--- config.mk ---
export PLATFORM = sky130hd
export DESIGN_NAME = mac_ctrl
export DESIGN_NICKNAME = d
export VERILOG_FILES = /design/src/logic/mac_pkg.sv /design/src/logic/mac_fifo.sv /design/src/logic/mac_ctrl.sv
export VERILOG_INCLUDE_DIRS = /design/src /design/src/logic
export SDC_FILE = /design/constraint.sdc
export NUM_CORES = 1
export LEC_CHECK = 0
export BUFFER_PORTS_ARGS = -buffer_cell sky130_fd_sc_hd__buf_2
export CAP_MARGIN = 20
export CORE_MARGIN = 2
export CORE_UTILIZATION = 55
export CTS_CLUSTER_DIAMETER = 80
export DETAILED_ROUTE_END_ITERATION = 8
export PLACE_DENSITY = 0.77
export SYNTH_ARGS = -nofsm -noshare
export SYNTH_HDL_FRONTEND = slang
export SYNTH_SLANG_ARGS = --single-unit
--- constraint.sdc ---
create_clock -name sys_clk_i -period 5.1 [get_ports sys_clk_i]
set_input_delay 0.51 -clock sys_clk_i [delete_from_list [all_inputs] [get_ports sys_clk_i]]
set_output_delay 0.51 -clock sys_clk_i [all_outputs]
set_load 0.01 [all_outputs]
--- src/logic/mac_map.svh ---
// constants for the multiplexed converter control block
// included by the package and the top module; definitions only
`ifndef MAC_MAP_SVH
`define MAC_MAP_SVH
`define MAC_RES_W 12
`define MAC_CFG_W 4
`define MAC_OUT_W 16
`define MAC_CLK_MHZ 250
`define MAC_ACQ_NS 150
`define MAC_ACQ_CYC ((`MAC_ACQ_NS * `MAC_CLK_MHZ + 999) / 1000)
`define MAC_RATE_KSPS 400
`define MAC_CONV_CYC ((`MAC_CLK_MHZ * 1000) / `MAC_RATE_KSPS)
`define MAC_BIT_CYC 40
`define MAC_FIFO_DEPTH 16
`define MAC_COM_SEL 4'h8
`endif

--- src/logic/mac_pkg.sv ---
// types shared by the converter control block
// relies on mac_map.svh for widths
`include "mac_map.svh"
package mac_pkg;
    typedef enum logic [1:0] {
        MAC_IDLE,
        MAC_CONV,
        MAC_ACQ
    } mac_state_t;
    typedef struct packed {
        logic pair_select;
        logic [2:0] chan_addr;
        logic polarity_sel;
        logic gain_sel;
    } mac_cfg_t;
    typedef struct packed {
        logic [3:0] pos_sel;
        logic [3:0] neg_sel;
    } mac_route_t;
    typedef struct packed {
        logic [`MAC_CFG_W-1:0] word;
        logic [`MAC_RES_W-1:0] result;
    } mac_sample_t;
endpackage

--- src/logic/mac_fifo.sv ---
// parameterised synchronous fifo with valid/ready on both sides
// single clock, async active-low reset
`timescale 1ns/100ps
module mac_fifo #(
    parameter int WIDTH = 16,
    parameter int DEPTH = 16
) (
    input wire logic sys_clk_i,
    input wire logic arst_n_i,
    input wire logic in_valid_i,
    output logic in_ready_o,
    input wire logic [WIDTH-1:0] in_data_i,
    output logic out_valid_o,
    input wire logic out_ready_i,
    output logic [WIDTH-1:0] out_data_o
);
    localparam int AW = $clog2(DEPTH);
    logic [WIDTH-1:0] mem_q [DEPTH];
    logic [AW-1:0] wr_q;
    logic [AW-1:0] rd_q;
    logic [AW:0] cnt_q;
    logic push;
    logic pop;
    // honest full/empty from the occupancy count
    assign in_ready_o = (cnt_q != (AW+1)'(DEPTH));
    assign out_valid_o = (cnt_q != '0);
    assign push = in_valid_i && in_ready_o;
    assign pop = out_valid_o && out_ready_i;
    assign out_data_o = mem_q[rd_q];
    // storage carries no reset, only pointers and count do
    always_ff @(posedge sys_clk_i) begin
        if (push) begin
            mem_q[wr_q] <= in_data_i;
        end
    end
    // pointers and count
    always_ff @(posedge sys_clk_i or negedge arst_n_i) begin
        if (!arst_n_i) begin
            wr_q <= '0;
            rd_q <= '0;
            cnt_q <= '0;
        end else begin
            if (push) begin
                wr_q <= wr_q + AW'(1);
            end
            if (pop) begin
                rd_q <= rd_q + AW'(1);
            end
            cnt_q <= cnt_q + (AW+1)'(push) - (AW+1)'(pop);
        end
    end
endmodule

--- src/logic/mac_ctrl.sv ---
// conversion control for an eight-channel sampling converter
// assumes all pins synchronous to sys_clk_i; comparator decision arrives as a level
// Overview of operation
// - a conversion starts only when chip select and sample trigger are both active.
// - the approximation register is cleared when a conversion begins, before any decision.
// - start requests during a conversion are ignored; no restart until done.
// - result bits are resolved one per step from msb down to lsb.
// - at the end the result and the 4-bit config word load into a 16-bit latch.
// - the conversion timing allows throughput up to 400ksps.
// - mux config comes from pair select, three address lines, polarity and gain.
// - pair select low gives eight single-ended channels, high gives four pairs.
// - single-ended address n routes input n positive and the common input negative.
// - a conversion begins on the falling edge of the sample trigger.
// - trigger and read are honoured only while chip select is low.
// - output drivers are enabled only while read and chip select are both low.
// - the write strobe low passes config through and its rising edge latches it.
`timescale 1ns/100ps
`include "mac_map.svh"
module mac_ctrl (
    input wire logic sys_clk_i,
    input wire logic arst_n_i,
    input wire logic chip_sel_n_i,
    input wire logic sample_trigger_n_i,
    input wire logic read_n_i,
    input wire logic write_n_i,
    input wire logic power_down_n_i,
    input wire logic pair_select_i,
    input wire logic [2:0] chan_addr_i,
    input wire logic polarity_sel_i,
    input wire logic gain_sel_i,
    input wire logic cmp_high_i,
    output logic [`MAC_RES_W-1:0] dac_code_o,
    output logic sample_hold_o,
    output logic [3:0] mux_pos_o,
    output logic [3:0] mux_neg_o,
    output logic polarity_o,
    output logic gain_o,
    output logic busy_o,
    output logic [`MAC_OUT_W-1:0] data_o,
    output logic data_oe_n_o,
    output logic [`MAC_OUT_W-1:0] stream_data_o,
    output logic stream_valid_o,
    input wire logic stream_ready_i,
    output logic overrun_o
);
    mac_pkg::mac_state_t state_q;
    mac_pkg::mac_cfg_t cfg_in;
    mac_pkg::mac_cfg_t cfg_q;
    mac_pkg::mac_cfg_t cfg_use;
    mac_pkg::mac_cfg_t conv_cfg_q;
    mac_pkg::mac_route_t route;
    mac_pkg::mac_sample_t out_q;
    logic [`MAC_RES_W-1:0] sar_q;
    logic [`MAC_RES_W-1:0] trial_q;
    logic [5:0] step_q;
    logic [3:0] bit_q;
    logic [5:0] acq_q;
    logic trig_q;
    logic start;
    logic bit_done;
    logic fifo_ready;
    logic push_q;

    assign cfg_in = '{pair_select_i, chan_addr_i, polarity_sel_i, gain_sel_i};
    // write strobe low is transparent; the held copy is what its rising edge left
    assign cfg_use = write_n_i ? cfg_q : cfg_in;

    // config latch updated while write is low, so it holds the value at the rising edge
    always_ff @(posedge sys_clk_i or negedge arst_n_i) begin
        if (!arst_n_i) begin
            cfg_q <= '0;
        end else if (!write_n_i) begin
            cfg_q <= cfg_in;
        end
    end

    // mux routing: single-ended uses common as negative, pairs swap on address lsb
    always_comb begin
        if (cfg_use.pair_select) begin
            route.pos_sel = {1'b0, cfg_use.chan_addr};
            route.neg_sel = {1'b0, cfg_use.chan_addr[2:1], ~cfg_use.chan_addr[0]};
        end else begin
            route.pos_sel = {1'b0, cfg_use.chan_addr};
            route.neg_sel = `MAC_COM_SEL;
        end
    end
    assign mux_pos_o = route.pos_sel;
    assign mux_neg_o = route.neg_sel;
    assign polarity_o = cfg_use.polarity_sel;
    assign gain_o = cfg_use.gain_sel;

    // trigger edge detector; chip select qualifies it, power down blocks it
    always_ff @(posedge sys_clk_i or negedge arst_n_i) begin
        if (!arst_n_i) begin
            trig_q <= 1'b1;
        end else begin
            trig_q <= sample_trigger_n_i;
        end
    end
    assign start = trig_q && !sample_trigger_n_i && !chip_sel_n_i && power_down_n_i;

    // bit timer: each decision gets a fixed slot so 12 bits fit a 400ksps frame
    assign bit_done = (step_q == 6'(`MAC_BIT_CYC - 1));

    // sequencer; a start outside idle is simply not looked at
    always_ff @(posedge sys_clk_i or negedge arst_n_i) begin
        if (!arst_n_i) begin
            state_q <= mac_pkg::MAC_IDLE;
        end else begin
            case (state_q)
                mac_pkg::MAC_IDLE: begin
                    if (start) begin
                        state_q <= mac_pkg::MAC_CONV;
                    end
                end
                mac_pkg::MAC_CONV: begin
                    if (bit_done && bit_q == 4'h0) begin
                        state_q <= mac_pkg::MAC_ACQ;
                    end
                end
                mac_pkg::MAC_ACQ: begin
                    // acquisition window also paces the next start
                    if (acq_q == 6'(`MAC_ACQ_CYC - 1)) begin
                        state_q <= mac_pkg::MAC_IDLE;
                    end
                end
                default: begin
                    state_q <= mac_pkg::MAC_IDLE;
                end
            endcase
        end
    end

    // step, bit index and acquisition counters
    always_ff @(posedge sys_clk_i or negedge arst_n_i) begin
        if (!arst_n_i) begin
            step_q <= '0;
            bit_q <= '0;
            acq_q <= '0;
        end else if (state_q == mac_pkg::MAC_IDLE) begin
            step_q <= '0;
            bit_q <= 4'(`MAC_RES_W - 1);
            acq_q <= '0;
        end else if (state_q == mac_pkg::MAC_CONV) begin
            step_q <= bit_done ? 6'h00 : step_q + 6'h01;
            if (bit_done) begin
                bit_q <= bit_q - 4'h1;
            end
        end else begin
            acq_q <= acq_q + 6'h01;
        end
    end

    // approximation register: cleared at start, then trial bit walks msb to lsb
    always_ff @(posedge sys_clk_i or negedge arst_n_i) begin
        if (!arst_n_i) begin
            sar_q <= '0;
            trial_q <= '0;
        end else if (state_q == mac_pkg::MAC_IDLE && start) begin
            sar_q <= '0;
            trial_q <= {1'b1, {(`MAC_RES_W-1){1'b0}}};
        end else if (state_q == mac_pkg::MAC_CONV && bit_done) begin
            // keep the trial bit when the input stays above the dac level
            sar_q <= cmp_high_i ? (sar_q | trial_q) : sar_q;
            trial_q <= trial_q >> 1;
        end
    end
    assign dac_code_o = sar_q | trial_q;
    assign sample_hold_o = (state_q == mac_pkg::MAC_CONV);
    assign busy_o = (state_q == mac_pkg::MAC_CONV);

    // channel word taken at the start, so a config change mid-conversion cannot mislabel the result
    always_ff @(posedge sys_clk_i or negedge arst_n_i) begin
        if (!arst_n_i) begin
            conv_cfg_q <= '0;
        end else if (state_q == mac_pkg::MAC_IDLE && start) begin
            conv_cfg_q <= cfg_use;
        end
    end

    // output latch: result plus config word, held until the next completion
    always_ff @(posedge sys_clk_i or negedge arst_n_i) begin
        if (!arst_n_i) begin
            out_q <= '0;
            push_q <= 1'b0;
        end else begin
            push_q <= 1'b0;
            if (state_q == mac_pkg::MAC_CONV && bit_done && bit_q == 4'h0) begin
                out_q.word <= {conv_cfg_q.pair_select, conv_cfg_q.chan_addr};
                out_q.result <= cmp_high_i ? (sar_q | trial_q) : sar_q;
                push_q <= 1'b1;
            end
        end
    end
    assign data_o = out_q;
    assign data_oe_n_o = read_n_i || chip_sel_n_i;

    // a full queue drops the sample rather than stall the analog timing
    always_ff @(posedge sys_clk_i or negedge arst_n_i) begin
        if (!arst_n_i) begin
            overrun_o <= 1'b0;
        end else begin
            overrun_o <= push_q && !fifo_ready;
        end
    end

    mac_fifo #(
        .WIDTH(`MAC_OUT_W),
        .DEPTH(`MAC_FIFO_DEPTH)
    ) u_fifo (
        .sys_clk_i(sys_clk_i),
        .arst_n_i(arst_n_i),
        .in_valid_i(push_q),
        .in_ready_o(fifo_ready),
        .in_data_i(out_q),
        .out_valid_o(stream_valid_o),
        .out_ready_i(stream_ready_i),
        .out_data_o(stream_data_o)
    );
endmodule

==> summary.txt <==
Drt
  • Via count: 7030
  • Drt total wl: 28.9 mm
  • Antenna-violating nets left: 0
  • Drt wl/cell: 24.0 um
  • Vias/cell: 5.83
  • DR iter-0 viols: 584
  • Remaining DRCs: 0
  • First drt pass iteration count: 5

Floorplan
  • Die area: 25900 um2
  • DIE WIDTH: 161 um
  • Die height: 161 um
  • Row Count: 57
  • IO Pins: 74
  • Core Area: 24200 um2
  • Initial Util: 55.8%

Layout
  • Multi-input gate area in the final layout: 3450 um2
  • Commonest non-fill, non-tap cell in the layout: edfxtp_1
  • Final #Nets: 890
  • Register area: 9800 um2
  • Area grow syn2layout: 13.5%
  • Fin util: 63.3%
  • Non-Filler Instances: 1206
  • # diodes: 0
  • Fill cells: 1685
  • Most frequent cells in the layout: edfxtp_1 (256), dfrtp_1 (81), buf_2 (71)
  • Share of layout cells above drive strength 1: 27.0%

Power and ir drop
  • Int Pwr: 4930 uW
  • Peak VDD IR: 0.320 mV
  • LEAKAGE: 0.00614 uW
  • Seq pwr share: 49.5%
  • Tot Pwr: 6650 uW
  • Cell Pwr Density: 433 nW/um2
  • Clock power share: 36.2%
  • Logic gate share of total power: 14.3%
  • Sw Share: 25.9%
  • Switching power: 1720 uW

Yosys
  • Share of the yosys chip area belonging to registers: 72.4%
  • Post-synth cell types: 52
  • Post-synthesis register bit count: 340
  • Net Count, Synth: 807
  • Post-Syn Area: 13500 um2
  • Synth Flop Type: edfxtp_1
  • Syn avg cell area: 17.5 um2
  • FFs w/ async S/R, synth: 24.7%
  • EDFF count, synth: 256
  • Cells after synthesis: 775
  • Yosys Warn Count: 0

STA
  • Final setup violation count: 0
  • Setup TNS Final: 0 ns
  • Crit share post-route: 68.1%
  • Peak Freq: 288 MHz
  • Worst Max-Slew Pin Slew: 1.12 ns
  • Final Slew Violations: 0
  • Max_slew headroom: 25.1%
  • RSZ-0062 raised after global routing: false
  • Clock skew: 0.0116 ns
  • Final Hold Viols: 0
  • Minimum clock period: 3.47 ns

Clock network
  • CTS root buf: clkbuf_16
  • Setup bufs post-CTS: 0
  • Clock Latency Late Sink: 0.51 ns
  • Hold_buf cts: 0
  • CTS tree: done
  • Clock sink total: 340
  • CTS resizes: 0
  • H-Tree Depth: 2
  • Num CTS Buffers: 34
  • Max clock buf depth: 3
  • Clk slew on worst S/H paths: 0.06 ns

GRT
  • GRT overflow: 0
  • Initial antenna violation count: 0
  • Vias in the first global route: 7390
  • Total Routing Usage GR: 23.2%
  • Largest net degree at the start of global routing: 55
  • First-pass GRT wire length: 43.9 mm

Critical path
  • CP max FO: 48
  • Critical Path AT: 2.96 ns
  • Worst path max stage delay: 1.03 ns
  • Startpoint Class: register
  • Slowest-stage cell, CP: dfrtp_4
  • Crit path required time: 4.59 ns
  • Worst setup path end: stream_data_o[9]
  • Worst R2R End: u_fifo.cnt_q[4]
  • R2R Path Start: u_fifo.cnt_q[2]
  • CP endpoint kind: primary output
  • R2R Setup Slk: 2.31 ns
  • Reg2Reg Depth: 12
  • CP Cell Sequence: buf_4 -> mux4_2 -> a22oi_1 -> nand2_1 -> buf_2
  • Sum of buffers and inverters on the critical path: 2
  • Family with the most delay on the worst path: flip-flops
  • Path length in cells of the critical path: 5
  • Crit Path Class: reg2out
  • Critical path launch point: u_fifo.rd_q[0]

Flow run
  • Max_cap viols: 0

Placement
  • Gpl congestion: 0.751
  • Port Buffer Count: 72
  • Placed Cells: 1144
  • DPL Wire Length: 16.9 mm

Hold path
  • Hold crit path type: in2async

Run status
  • Status: complete, no violations
-- cell type report --
cell class	instances	area share, %
sequential	340	63.8
clock inverter	16	1.01
inverter	22	0.538
timing repair buffer	92	3.52
clock buffer	44	5.99
multi-input combinational	368	22.5
tap	324	2.64
-- flip-flops by register name, summed over array words and instances, names as in the netlist --
register and flops:
u_fifo.cnt_q 5, u_fifo.mem_q 256, cfg_q 6, push_q 1, u_fifo.rd_q 4, acq_q 6
data_o 16, sar_q 12, bit_q 4, conv_cfg_q 4, trig_q 1, state_q 2
u_fifo.wr_q 4, step_q 6, overrun_o 1, trial_q 12
-- cells in the mapped netlist, types with 6 or more instances --
library cell | count | share of area, %
a21o_1 | 6 | 0.33
a21oi_1 | 26 | 0.96
a22oi_1 | 32 | 1.8
and2_1 | 9 | 0.42
buf_2 | 13 | 0.48
buf_4 | 11 | 0.61
clkbuf_1 | 15 | 0.42
dfrtp_1 | 83 | 15
edfxtp_1 | 256 | 57
ha_1 | 16 | 1.5
inv_1 | 21 | 0.58
mux2i_1 | 16 | 1.2
mux4_2 | 64 | 11
nand2_1 | 51 | 1.4
nand3_1 | 7 | 0.26
nor2_1 | 39 | 1.1
o21ai_0 | 23 | 0.85
or2_2 | 14 | 0.65
xnor2_1 | 8 | 0.52
-- routing by layer --
layer | wire [um] | share of wire [%] | global-route usage (%) | vias to the layer above
li1 | - | - | - | 3157
met3 | 1600 | 5.5 | 3.82 | 49
met4 | 703 | 2.4 | 7.06 | 0
met1 | 11700 | 40 | 30.5 | 3591
met2 | 14900 | 52 | 40.3 | 233
met5 | 0 | 0 | 0 | -
-- worst min-delay path by stage --
| stage | slack [ns] | endpoint | from |
|---|---|---|---|
| 2_1_floorplan | 0.21 | acq_q[0] | arst_n_i |
| 3_3_place_gp | 0.45 | conv_cfg_q[2] | conv_cfg_q[2] |
| 3_5_place_dp | 0.46 | conv_cfg_q[2] | conv_cfg_q[2] |
| 4_1_cts | 0.07 | data_o[4] | arst_n_i |
| 5_1_grt | 0.10 | trig_q | sample_trigger_n_i |
| 6_report | 0.05 | data_o[4] | arst_n_i |
-- worst register-to-register path: cells and delay by family, from the launching register on --
kind / cells / cell delay (ns)
xor+xnor: 1 / 0.14
fa+ha+maj: 4 / 1.04
flops: 1 / 0.39
simple gates: 4 / 0.87
buf+inv: 2 / 0.12
compound gates: 1 / 0.15
-- stage by stage --
step / cell area, um2 / worst slack [ns] / hold slack (ns)
after global placement: 14200 / 2.14 / 0.452
after CTS: 15300 / 1.56 / 0.0726
after floorplan: 13500 / 2.26 / 0.214
after detailed placement: 14200 / 2.12 / 0.464
after global routing: 15300 / 1.41 / 0.101
final: 15300 / 1.63 / 0.0505
-- power by group through the flow --
stage	sequential, uW	combinational, uW	clock (uW)
after floorplan	3160	852	0
after global placement	3350	933	0
after detailed placement	3350	954	0
after CTS	3300	962	2440
after global routing	3330	1040	2550
final	3290	951	2410
-- kinds of logic after synthesis --
| group | synth area share, % |
|---|---|
| flops | 72.4 |
| simple gates | 5.38 |
| compound gates | 4.78 |
| mux | 12.6 |
| buf+inv | 2.40 |
| fa+ha+maj | 1.63 |
| xor+xnor | 0.777 |
| other cells | 0.0277 |
(Power assumes the default switching activity.)
